[config.mk]
export PLATFORM = sky130hd
export DESIGN_NAME = comparator_control_irq
export DESIGN_NICKNAME = d
export VERILOG_FILES = /design/src/shared/comparator_control_irq_pkg.sv /design/src/verilog/comparator_control_irq.sv
export SDC_FILE = /design/constraint.sdc
export NUM_CORES = 1
export LEC_CHECK = 0
export BUFFER_PORTS_ARGS = -buffer_cell sky130_fd_sc_hd__buf_2
export CAP_MARGIN = 15
export CORE_MARGIN = 2
export CORE_UTILIZATION = 25
export CTS_CLUSTER_SIZE = 12
export DETAILED_ROUTE_END_ITERATION = 8
export PLACE_DENSITY = 0.57
export SKIP_CTS_REPAIR_TIMING = 1
export SYNTH_ARGS = -nofsm -noshare
export SYNTH_HDL_FRONTEND = slang
export SYNTH_SLANG_ARGS = --single-unit
[constraint.sdc]
create_clock -name clk -period 1.5 [get_ports clk]
set_clock_uncertainty 0.05 [all_clocks]
set_input_delay 0.075 -clock clk [delete_from_list [all_inputs] [get_ports clk]]
set_output_delay 0.075 -clock clk [all_outputs]
set_load 0.01 [all_outputs]
[src/shared/comparator_control_irq_pkg.sv]
// Package for the comparator control and interrupt block.
// Assumes byte-wide registers placed in the low bits of 32-bit APB words.
package comparator_control_irq_pkg;
  // Printed offsets are not all multiples of four: they are word indices
  localparam logic [7:0] IDX_CONTROL_B = 8'h05;
  localparam logic [7:0] IDX_CONTROL_STATUS = 8'h06;
  localparam logic [7:0] IDX_DIGITAL_DISABLE = 8'h60;
  localparam logic [7:0] IDX_IRQ_STATUS = 8'h70;
  localparam logic [7:0] IDX_IRQ_MASK = 8'h71;
  localparam int ADDR_W = 10;
  // Control/status field positions
  localparam int POWER_OFF_BIT = 7;
  localparam int BANDGAP_BIT = 6;
  localparam int SYNC_OUT_BIT = 5;
  localparam int EVENT_FLAG_BIT = 4;
  localparam int IRQ_EN_BIT = 3;
  localparam int CAPTURE_BIT = 2;
  // Control B field positions
  localparam int HYST_SEL_BIT = 7;
  localparam int HYST_LEVEL_BIT = 6;
  localparam int MUX_EN_BIT = 2;
  localparam logic [7:0] CONTROL_B_WMASK = 8'hEF;
  // Digital disable field positions
  localparam int NEG_PIN_OFF_BIT = 2;
  localparam int POS_PIN_OFF_BIT = 1;
  localparam logic [7:0] RESET_BYTE = 8'h00;
  // Event modes
  localparam logic [1:0] MODE_TOGGLE = 2'h0;
  localparam logic [1:0] MODE_FALL = 2'h2;
  localparam logic [1:0] MODE_RISE = 2'h3;
  // Local interrupt status bits
  localparam int IRQ_EVENT_BIT = 0;
  localparam int IRQ_RISE_BIT = 1;
  localparam int IRQ_FALL_BIT = 2;
  localparam logic [2:0] IRQ_NONE = 3'h0;
  // Bus answer state
  typedef enum logic [1:0] {
    BUS_IDLE = 2'b01,
    BUS_DONE = 2'b10
  } bus_state_e;
endpackage

[src/verilog/comparator_control_irq.sv]
// Control, event and interrupt logic around an analog comparator core.
// Assumes the port pins are synchronous inputs at 125 MHz; the comparator output goes through a two-stage synchronizer.
// How it works
// Power-off bit switches comparator power off
// Software disables irq before changing power-off
// Bandgap bit replaces positive input pin
// Output synchronized, read-only, one-two cycles late
// Selected edge sets event flag
// Irq needs flag, enable and global enable
// Flag cleared by vector or writing one
// Mode: toggle, reserved, falling, rising
// Software disables irq before changing mode
// Capture bit routes output to timer capture
// Software sets timer capture irq enable
// Hysteresis enable; level picks 20/50 mV
// Mux enable with converter off picks negative
// Control B bit four reads zero
// Software writes zero to touch bits
// Digital-disable bits gate pin buffers to zero
// Edge from current versus previous sample
//
// Added by the designer: the APB register port.
`timescale 1ns/10ps
module comparator_control_irq
  import comparator_control_irq_pkg::*;
(
  input wire logic clk,
  input wire logic rstn,
  input wire logic psel,
  input wire logic penable,
  input wire logic pwrite,
  input wire logic [ADDR_W-1:0] paddr,
  input wire logic [31:0] pwdata,
  input wire logic [3:0] pstrb,
  output logic [31:0] prdata,
  output logic pready,
  output logic pslverr,
  input wire logic comparator_raw,
  input wire logic global_irq_enable,
  input wire logic vector_ack,
  input wire logic converter_enable,
  input wire logic positive_pin_in,
  input wire logic negative_pin_in,
  output logic comparator_power_off,
  output logic bandgap_positive_select,
  output logic negative_from_mux,
  output logic hysteresis_enable,
  output logic hysteresis_level,
  output logic capture_input,
  output logic comparator_irq,
  output logic positive_pin_digital_off,
  output logic negative_pin_digital_off,
  output logic positive_pin_read,
  output logic negative_pin_read,
  output logic irq
);

  logic [7:0] ctrl_status_r;
  logic [7:0] ctrl_b_r;
  logic [7:0] didr_r;
  logic [2:0] irq_status_r;
  logic [2:0] irq_mask_r;
  logic sync1_r;
  logic sync2_r;
  logic prev_r;
  bus_state_e bus_state_r;
  logic [7:0] idx;
  logic wr_en;
  logic rd_en;
  logic rise;
  logic fall;
  logic event_hit;
  logic [7:0] rd_byte;
  logic mapped;
  logic [1:0] mode;

  // Word index from byte address
  assign idx = paddr[ADDR_W-1:2];
  // Writes land at the edge that completes the transfer, where pready is high
  assign wr_en = psel && penable && pwrite && pready && (bus_state_r == BUS_DONE) && pstrb[0];
  assign rd_en = psel && penable && !pwrite && (bus_state_r == BUS_IDLE);
  assign mode = ctrl_status_r[1:0];

  // Decode whether an index names a register
  function automatic logic is_mapped(input logic [7:0] i);
    is_mapped = (i == IDX_CONTROL_B) || (i == IDX_CONTROL_STATUS) ||
                (i == IDX_DIGITAL_DISABLE) || (i == IDX_IRQ_STATUS) || (i == IDX_IRQ_MASK);
  endfunction
  assign mapped = is_mapped(idx);

  // Two-stage synchronizer; only the second stage is looked at
  always_ff @(posedge clk or negedge rstn) begin
    if (!rstn) begin
      sync1_r <= 1'b0;
      sync2_r <= 1'b0;
      prev_r <= 1'b0;
    end else begin
      sync1_r <= comparator_raw;
      sync2_r <= sync1_r;
      prev_r <= sync2_r;
    end
  end

  // Edge detection, once per clock, on the synchronized output
  assign rise = sync2_r && !prev_r;
  assign fall = !sync2_r && prev_r;
  always_comb begin
    case (mode)
      MODE_TOGGLE: event_hit = rise || fall;
      MODE_FALL: event_hit = fall;
      MODE_RISE: event_hit = rise;
      default: event_hit = 1'b0; // Reserved code raises nothing
    endcase
  end

  // Control/status register; the event flag set beats any clear
  always_ff @(posedge clk or negedge rstn) begin
    if (!rstn) begin
      ctrl_status_r <= RESET_BYTE;
    end else begin
      if (wr_en && idx == IDX_CONTROL_STATUS) begin
        ctrl_status_r[7:6] <= pwdata[7:6];
        ctrl_status_r[3:0] <= pwdata[3:0];
      end
      if (event_hit) begin
        ctrl_status_r[EVENT_FLAG_BIT] <= 1'b1;
      end else if (vector_ack) begin
        ctrl_status_r[EVENT_FLAG_BIT] <= 1'b0;
      end else if (wr_en && idx == IDX_CONTROL_STATUS && pwdata[EVENT_FLAG_BIT]) begin
        ctrl_status_r[EVENT_FLAG_BIT] <= 1'b0;
      end
    end
  end

  // Control B and digital-disable registers
  always_ff @(posedge clk or negedge rstn) begin
    if (!rstn) begin
      ctrl_b_r <= RESET_BYTE;
      didr_r <= RESET_BYTE;
    end else begin
      if (wr_en && idx == IDX_CONTROL_B) begin
        ctrl_b_r <= pwdata[7:0] & CONTROL_B_WMASK;
      end
      if (wr_en && idx == IDX_DIGITAL_DISABLE) begin
        didr_r <= pwdata[7:0];
      end
    end
  end

  // Local interrupt status, cleared by reading it; a new event wins over the read
  always_ff @(posedge clk or negedge rstn) begin
    if (!rstn) begin
      irq_status_r <= IRQ_NONE;
      irq_mask_r <= IRQ_NONE;
    end else begin
      if (wr_en && idx == IDX_IRQ_MASK) begin
        irq_mask_r <= pwdata[2:0];
      end
      irq_status_r <= ((rd_en && idx == IDX_IRQ_STATUS) ? IRQ_NONE : irq_status_r) |
                      {fall, rise, event_hit};
    end
  end

  // Read mux
  always_comb begin
    case (idx)
      IDX_CONTROL_STATUS: rd_byte = {ctrl_status_r[7:6], sync2_r, ctrl_status_r[4:0]};
      IDX_CONTROL_B: rd_byte = ctrl_b_r;
      IDX_DIGITAL_DISABLE: rd_byte = didr_r;
      IDX_IRQ_STATUS: rd_byte = {5'h00, irq_status_r};
      IDX_IRQ_MASK: rd_byte = {5'h00, irq_mask_r};
      default: rd_byte = RESET_BYTE;
    endcase
  end

  // APB slave: one wait state, ready registered; unmapped gives pslverr
  always_ff @(posedge clk or negedge rstn) begin
    if (!rstn) begin
      bus_state_r <= BUS_IDLE;
      pready <= 1'b0;
      pslverr <= 1'b0;
      prdata <= 32'h0000_0000;
    end else begin
      case (bus_state_r)
        BUS_IDLE: begin
          if (psel && penable) begin
            bus_state_r <= BUS_DONE;
            pready <= 1'b1;
            pslverr <= !mapped;
            prdata <= pwrite ? 32'h0000_0000 : {24'h00_0000, rd_byte};
          end
        end
        BUS_DONE: begin
          bus_state_r <= BUS_IDLE;
          pready <= 1'b0;
          pslverr <= 1'b0;
        end
        default: begin
          bus_state_r <= BUS_IDLE;
          pready <= 1'b0;
        end
      endcase
    end
  end

  // Analog controls and routed outputs, all registered
  always_ff @(posedge clk or negedge rstn) begin
    if (!rstn) begin
      comparator_power_off <= 1'b0;
      bandgap_positive_select <= 1'b0;
      negative_from_mux <= 1'b0;
      hysteresis_enable <= 1'b0;
      hysteresis_level <= 1'b0;
      capture_input <= 1'b0;
      comparator_irq <= 1'b0;
      positive_pin_digital_off <= 1'b0;
      negative_pin_digital_off <= 1'b0;
      positive_pin_read <= 1'b0;
      negative_pin_read <= 1'b0;
      irq <= 1'b0;
    end else begin
      comparator_power_off <= ctrl_status_r[POWER_OFF_BIT];
      bandgap_positive_select <= ctrl_status_r[BANDGAP_BIT];
      negative_from_mux <= ctrl_b_r[MUX_EN_BIT] && !converter_enable;
      hysteresis_enable <= ctrl_b_r[HYST_SEL_BIT];
      // Level is meaningless while hysteresis is off, so hold it low then
      hysteresis_level <= ctrl_b_r[HYST_SEL_BIT] && ctrl_b_r[HYST_LEVEL_BIT];
      capture_input <= ctrl_status_r[CAPTURE_BIT] && sync2_r;
      comparator_irq <= ctrl_status_r[EVENT_FLAG_BIT] && ctrl_status_r[IRQ_EN_BIT] &&
                        global_irq_enable;
      positive_pin_digital_off <= didr_r[POS_PIN_OFF_BIT];
      negative_pin_digital_off <= didr_r[NEG_PIN_OFF_BIT];
      positive_pin_read <= positive_pin_in && !didr_r[POS_PIN_OFF_BIT];
      negative_pin_read <= negative_pin_in && !didr_r[NEG_PIN_OFF_BIT];
      irq <= |(irq_status_r & irq_mask_r);
    end
  end

  // Checks
  AST_SYNC_LATENCY: assert property (@(posedge clk) disable iff (!rstn)
    comparator_raw |-> ##2 sync2_r) else $error("sync output late");
  AST_RISE_FLAG: assert property (@(posedge clk) disable iff (!rstn)
    (mode == MODE_RISE && rise) |=> ctrl_status_r[EVENT_FLAG_BIT])
    else $error("rise did not set flag");
  AST_RESERVED_MODE: assert property (@(posedge clk) disable iff (!rstn)
    (mode == 2'h1) |-> !event_hit) else $error("reserved mode raised event");
  AST_IRQ_GATE: assert property (@(posedge clk) disable iff (!rstn)
    comparator_irq |-> $past(ctrl_status_r[IRQ_EN_BIT] && global_irq_enable))
    else $error("irq without enables");
  AST_ACK_CLEAR: assert property (@(posedge clk) disable iff (!rstn)
    (vector_ack && !event_hit) |=> !ctrl_status_r[EVENT_FLAG_BIT])
    else $error("ack did not clear flag");
  AST_POWER: assert property (@(posedge clk) disable iff (!rstn)
    ctrl_status_r[POWER_OFF_BIT] |=> comparator_power_off) else $error("power not off");
  AST_BIT4_ZERO: assert property (@(posedge clk) disable iff (!rstn)
    !ctrl_b_r[4]) else $error("control b bit four set");
  AST_MUX: assert property (@(posedge clk) disable iff (!rstn)
    converter_enable |=> !negative_from_mux) else $error("mux with converter on");
  AST_PIN_OFF: assert property (@(posedge clk) disable iff (!rstn)
    didr_r[POS_PIN_OFF_BIT] |=> !positive_pin_read) else $error("pin read not zero");
  AST_CAPTURE: assert property (@(posedge clk) disable iff (!rstn)
    !ctrl_status_r[CAPTURE_BIT] |=> !capture_input) else $error("capture leak");
  AST_BANDGAP: assert property (@(posedge clk) disable iff (!rstn)
    ctrl_status_r[BANDGAP_BIT] |=> bandgap_positive_select) else $error("bandgap off");
  AST_HYST: assert property (@(posedge clk) disable iff (!rstn)
    hysteresis_level |-> hysteresis_enable) else $error("level without hysteresis");
  // Further forms of the earlier checks, so an output stuck high or stuck low is caught too; last, a ready pulse check and a local irq check
  AST_FALL_FLAG: assert property (@(posedge clk) disable iff (!rstn)
    (mode == MODE_FALL && fall) |=> ctrl_status_r[EVENT_FLAG_BIT])
    else $error("fall did not set flag");
  AST_TOGGLE_FLAG: assert property (@(posedge clk) disable iff (!rstn)
    (mode == MODE_TOGGLE && (rise || fall)) |=> ctrl_status_r[EVENT_FLAG_BIT])
    else $error("toggle did not set flag");
  AST_WRITE_CLEAR: assert property (@(posedge clk) disable iff (!rstn)
    (wr_en && idx == IDX_CONTROL_STATUS && pwdata[EVENT_FLAG_BIT] && !event_hit) |=>
    !ctrl_status_r[EVENT_FLAG_BIT]) else $error("write one did not clear flag");
  AST_IRQ_ON: assert property (@(posedge clk) disable iff (!rstn)
    (ctrl_status_r[EVENT_FLAG_BIT] && ctrl_status_r[IRQ_EN_BIT] && global_irq_enable) |=>
    comparator_irq) else $error("irq missing");
  AST_SYNC_LOW: assert property (@(posedge clk) disable iff (!rstn)
    !comparator_raw |-> ##2 !sync2_r) else $error("sync output stuck high");
  AST_CAPTURE_ON: assert property (@(posedge clk) disable iff (!rstn)
    (ctrl_status_r[CAPTURE_BIT] && sync2_r) |=> capture_input)
    else $error("capture not routed");
  AST_NEG_PIN_OFF: assert property (@(posedge clk) disable iff (!rstn)
    didr_r[NEG_PIN_OFF_BIT] |=> !negative_pin_read)
    else $error("negative pin read not zero");
  AST_POWER_ON: assert property (@(posedge clk) disable iff (!rstn)
    !ctrl_status_r[POWER_OFF_BIT] |=> !comparator_power_off)
    else $error("power off stuck");
  AST_MUX_ON: assert property (@(posedge clk) disable iff (!rstn)
    (ctrl_b_r[MUX_EN_BIT] && !converter_enable) |=> negative_from_mux)
    else $error("mux not selected");
  AST_READY_PULSE: assert property (@(posedge clk) disable iff (!rstn)
    pready |=> !pready) else $error("ready longer than one cycle");
  AST_IRQ_LEVEL: assert property (@(posedge clk) disable iff (!rstn)
    (|(irq_status_r & irq_mask_r)) |=> irq)
    else $error("unmasked status without irq");
  COV_TOGGLE: cover property (@(posedge clk) mode == MODE_TOGGLE && event_hit);
  COV_FALL: cover property (@(posedge clk) mode == MODE_FALL && fall);
  COV_IRQ: cover property (@(posedge clk) comparator_irq);
  COV_LOCAL_IRQ: cover property (@(posedge clk) irq);
  COV_READ_CLEAR: cover property (@(posedge clk) rd_en && idx == IDX_IRQ_STATUS && |irq_status_r);

endmodule
==> qor.csv, run 1 <==
metric;value;unit
RR Startpoint;bus_state_r[0];
pwr dens;819;nW/um^2
layout cells sized above 1;44.9;%
fmax;654;MHz
Critical Path Sink Type;flip-flop;
Yosys cell types;46;
total power;2740;uW
CTS sink cnt;54;
Area contributors post-synth;dfrtp_1 (52%), buf_4 (7.4%), mux2_2 (7.1%);
num ports;103;
CTS Buf Count;5;
DR pass1 iterations;4;
DRC;0;
ANT nets after route;0;
final worst slack;-0.0295;ns
global-route wire length before repair;9340;um
Commonest cells post-synth;dfrtp_1 (53), buf_4 (25), mux2_2 (16);
RSZ-0062 raised after global routing;yes;
Worst Tran Pin Value;0.563;ns
initial antenna violation count;0;
Async S/R FF share, synth;100;%
# port buffers;49;
Arr. time, crit path;1.67;ns
number of synthesized register bits;54;
H-tree lvl count;2;
Synth Warn #;0;
CP Max Fanout;6;
Hold Slack;0.0234;ns
area grow syn2layout;31.7;%
cell accounting for the most synthesized area;dfrtp_1;
WL/cell;14.4;um
Lkg Pwr;0.00165;uW
routed via count;1769;
Setup CP Type;flip-flop to flip-flop;
worst-skew pair later-pin latency;0.31;ns
crit start category;flip-flop;
type of the most critical hold path;input pin to flip-flop;
chip width;105;um
largest net degree at the start of global routing;33;
peak supply drop;569;uV
FP Rows;36;
Total GRT Usage;11.0;%
sequential element share of the synthesized area;53.3;%
Final nets;341;
Hold Crit Start;vector_ack;
1st-iter DRT viols;99;
Critical path origin;bus_state_r[0];
vias in the first global route;1790;
Yosys top cell area share;52.2;%
worst rel slew slack;62.0;%
Final setup violation count;6;
Post-synth EDFFs;0;
Worst EP required;1.64;ns
top-count cell post-synth;dfrtp_1;
failing checks;negative setup slack;
gate count of the mapped netlist;200;
Avg Cell Area, Syn;12.7;sq um
Post-DP Area;3010;sq um
final wirelength;5990;um
outcome;complete, but fails checks;
Overflow after GRT;0;
CTS max path bufs;2;
Fin. Hold Viols;0;
Core Area;9820;sq um
Syn Std Cell Area;2540;sq um
hpwl dp;4510;um
TritonCTS clock tree;done;
Starting Density;25.9;%
Via density;4.25;
# diodes;0;
Final Max Tran Viols;0;
pre-CTS WS;-0.174;ns
Chip Height;105;um
routability cong.;0.781;
shortest period the worst path allows;1.53;ns
max-cap violation count;0;
Die ar.;11000;sq um
Most used DFF post-synth;dfrtp_1;
Final period util;102;%
post-route cell area;3340;sq um
CTS clk-pin slew, worst paths;0.10;ns
clock root buffer;clkbuf_8;
through the flow:
stage	util [%]	std cells	TNS (ns)
CTS	31.8	403	-1.49
detailed placement	30.7	395	-3.27
finish	34.0	416	-0.108
floorplan	-	223	-1.61
global route	34.0	416	-1.31
global placement	30.7	395	-2.89
final timing paths:
| path | endpoint | slack (ns) | cells past startpoint |
|---|---|---|---|
| setup / recovery | ctrl_status_r[0] | -0.03 | 4 |
| hold / removal | ctrl_status_r[4] | 0.02 | 3 |
| setup reg to reg | ctrl_status_r[0] | -0.03 | 4 |
| hold reg to reg | sync2_r | 0.30 | 0 |
| max in group asynchronous | bus_state_r[0] | 0.81 | 3 |
| min in group asynchronous | negative_pin_digital_off | 0.08 | 2 |
area by class of cell:
type                            count  area (sq um)
Fill cell                        1028          6480
Clock buffer                        6          72.6
Clock inverter                      2          37.5
Timing Repair Buffer               84           556
Sequential cell                    54          1350
Multi-Input combinational cell    131          1140
Inverter                            6          22.5
Tap cell                          133           166
layout by cell type (no fill, tap or decap), drive strengths merged, types with 2 or more instances in the layout:
| master | Yosys | final |
|---|---|---|
| conb | 1 | 24 |
| a221o | 3 | 3 |
| nor2b | 4 | 4 |
| a32oi | 2 | 2 |
| dfrtp | 53 | 53 |
| nor4b | 2 | 2 |
| buf | 28 | 73 |
| nand2 | 6 | 6 |
| mux2 | 27 | 27 |
| nor2 | 6 | 6 |
| and2 | 2 | 2 |
| inv | 6 | 6 |
| ha | 2 | 2 |
| a22o | 4 | 4 |
| a21oi | 2 | 2 |
| nor3 | 3 | 3 |
| clkbuf | 4 | 6 |
| a211oi | 3 | 3 |
| nand3 | 6 | 6 |
| and3 | 2 | 2 |
| o211ai | 3 | 3 |
| o21ai | 4 | 4 |
| dlygate4sd3 | 0 | 11 |
| a22oi | 4 | 4 |
| a21o | 3 | 3 |
| nand3b | 7 | 7 |
per-layer routing:
metal | wire length [um] | GRT usage [%] | up-vias
met5 | 0 | 0 | -
met4 | 121 | 4.29 | 0
met3 | 235 | 2.62 | 8
met2 | 2860 | 17.8 | 52
met1 | 2770 | 14.1 | 874
li1 | - | - | 835
worst max-delay path: stages (launching register included):
cell and delay, ns:
dfstp_2 0.38, nand2b_4 0.14, nor3_4 0.20, and3_4 0.32, mux2_4 0.31
sequential cells by signal, indices dropped and copies added (netlist names), 3 cells and up:
name and flops:
prdata 8, irq_status_r 3, didr_r 8, ctrl_b_r 7, irq_mask_r 3, ctrl_status_r 7
logic make-up after synthesis:
group                    after synthesis  share of synthesized area [%]
other                                  1                          0.148
adder cells (fa/ha/maj)                2                          0.986
flip-flops                            54                           53.3
buffers and inverters                 38                           9.96
AO/OA/AOI/OAI                         33                           10.2
multiplexers                          27                           13.2
AND/OR/NAND/NOR                       45                           12.3
power by group:
group	total, uW	internal, uW	switching (uW)
combinational	282	119	162
sequential	1480	1470	9.95
clock	974	499	476
total	2740	2090	648
No activity file was read; power rests on OpenSTA's default activity.
==> run 2, diff against run 1 <==
--- a/config.mk
+++ b/config.mk
@@ -9,6 +9,7 @@
 export CAP_MARGIN = 15
 export CORE_MARGIN = 2
 export CORE_UTILIZATION = 25
+export CTS_BUF_LIST = sky130_fd_sc_hd__clkbuf_4 sky130_fd_sc_hd__clkbuf_8 sky130_fd_sc_hd__clkbuf_16
 export CTS_CLUSTER_SIZE = 12
 export DETAILED_ROUTE_END_ITERATION = 8
 export PLACE_DENSITY = 0.57
==> run 2 against run 1 <==
Against the previous run:
- the run still ends with negative setup slack left
- sequential power barely moved
- final cell count fell by 0.24%
- hold slack got worse by 0.022 ns
- via count fell by 0.51%
- power rose by 0.64%
- cell area fell by 0.64%
- maximum frequency rose by 0.12%
- largest power group unchanged
==> qor.csv, run 2 (synthesized netlist as in run 1, its figures left out) <==
metric;value;unit
outcome;complete, but fails checks;
failing checks;negative setup slack;
total power;2760;uW
Fin. Hold Viols;0;
Critical path origin;bus_state_r[0];
Finished Layout Cells;415;
RR Startpoint;bus_state_r[0];
Hold Crit Start;pwdata[7];
1st-iter DRT viols;105;
CTS clk-pin slew, worst paths;0.10;ns
ANT nets after route;0;
met3 Usage GRT;2.43;%
Chip Height;105;um
Post-DP Area;3010;sq um
FP Rows;36;
TritonCTS clock tree;done;
Final nets;340;
Core Area;9820;sq um
layout cells sized above 1;44.7;%
Lkg Pwr;0.00163;uW
worst-skew pair later-pin latency;0.31;ns
area grow syn2layout;30.9;%
internal cell power;2110;uW
DR pass1 iterations;4;
met2 usage;17.8;%
Worst EP required;1.64;ns
chip width;105;um
Final period util;102;%
Clk network pwr share;36.1;%
Die ar.;11000;sq um
pwr dens;830;nW/um^2
Worst Tran Pin Value;0.554;ns
switch share;23.5;%
Hold Slack;0.00182;ns
Via density;4.24;
Total GRT Usage;10.9;%
Overflow after GRT;0;
shortest period the worst path allows;1.53;ns
most frequent cells in the layout;dfrtp_1 (53), buf_2 (49), conb_1 (24);
placed cell count;395;
initial antenna violation count;0;
setup TNS;-0.0957;ns
CP Max Fanout;6;
most common cell after layout, fill and taps aside;dfrtp_1;
num ports;103;
CTS sink cnt;54;
peak supply drop;568;uV
CTS max path bufs;2;
vias in the first global route;1790;
GR Util met1;14.1;%
Starting Density;25.9;%
type of the most critical hold path;input pin to flip-flop;
grt peak-use layer;met2;
routability cong.;0.781;
max-cap violation count;0;
Sequential Power Share;53.8;%
Largest regs;didr_r: 8 flops, prdata: 8 flops;
global-route wire length before repair;9330;um
reg2reg path depth;4;
final worst slack;-0.0277;ns
# port buffers;49;
crit start category;flip-flop;
combinational power share;10.1;%
clock root buffer;clkbuf_8;
DRC;0;
P_sw;649;uW
routed via count;1760;
worst rel slew slack;62.6;%
Hold Path Depth;2;
Arr. time, crit path;1.66;ns
CTS Buf Count;5;
post-route cell area;3320;sq um
# diodes;0;
WL/cell;14.5;um
Final Max Tran Viols;0;
Setup CP Type;flip-flop to flip-flop;
Critical Path Sink Type;flip-flop;
H-tree lvl count;2;
fmax;655;MHz
RSZ-0062 raised after global routing;yes;
Final setup violation count;6;
hpwl dp;4510;um
final wirelength;6010;um
final-layout fill cell count;1029;
largest net degree at the start of global routing;33;
run 2: worst paths after layout:
check / endpoint / slack [ns]
min in group asynchronous: negative_pin_digital_off / 0.08
min: ctrl_status_r[7] / 0.002
min reg2reg: sync2_r / 0.30
max: ctrl_status_r[0] / -0.03
max reg2reg: ctrl_status_r[0] / -0.03
max in group asynchronous: bus_state_r[0] / 0.80
run 2: metrics by stage:
step / setup slack (ns) / util, %
final: -0.0277 / 33.8
after global routing: -0.0848 / 33.8
after CTS: -0.0902 / 31.8
after detailed placement: -0.174 / 30.7
after global placement: -0.151 / 30.7
after floorplan: -0.138 / -
run 2: area by class of cell:
type	count	area [sq um]	share of cell area, %
Timing Repair Buffer	83	546	16.4
Inverter	6	22.5	0.678
Sequential cell	54	1350	40.7
Tap cell	133	166	5.01
Clock inverter	2	37.5	1.13
Multi-Input combinational cell	131	1120	33.7
Clock buffer	6	76.3	2.30
run 2: power by group through the flow:
stage / Clock (uW) / Sequential [uW] / Combinational [uW]
after floorplan: 0 / 1520 / 153
after global placement: 0 / 1510 / 247
after detailed placement: 0 / 1510 / 250
after CTS: 1020 / 1480 / 252
after global routing: 1060 / 1490 / 307
final: 995 / 1480 / 278
run 2: metal layers:
layer  up-vias  part of all wire (%)
met5         -                     0
met4         0                   1.7
met3         6                   3.6
met2        48                    48
met1       875                    46
li1        831                     -
run 2: critical path, cell delays in order, from the launching register on:
cell and delay [ns]:
dfstp_2 0.38, nand2b_4 0.14, nor3_4 0.20, and3_4 0.32
mux2_4 0.31
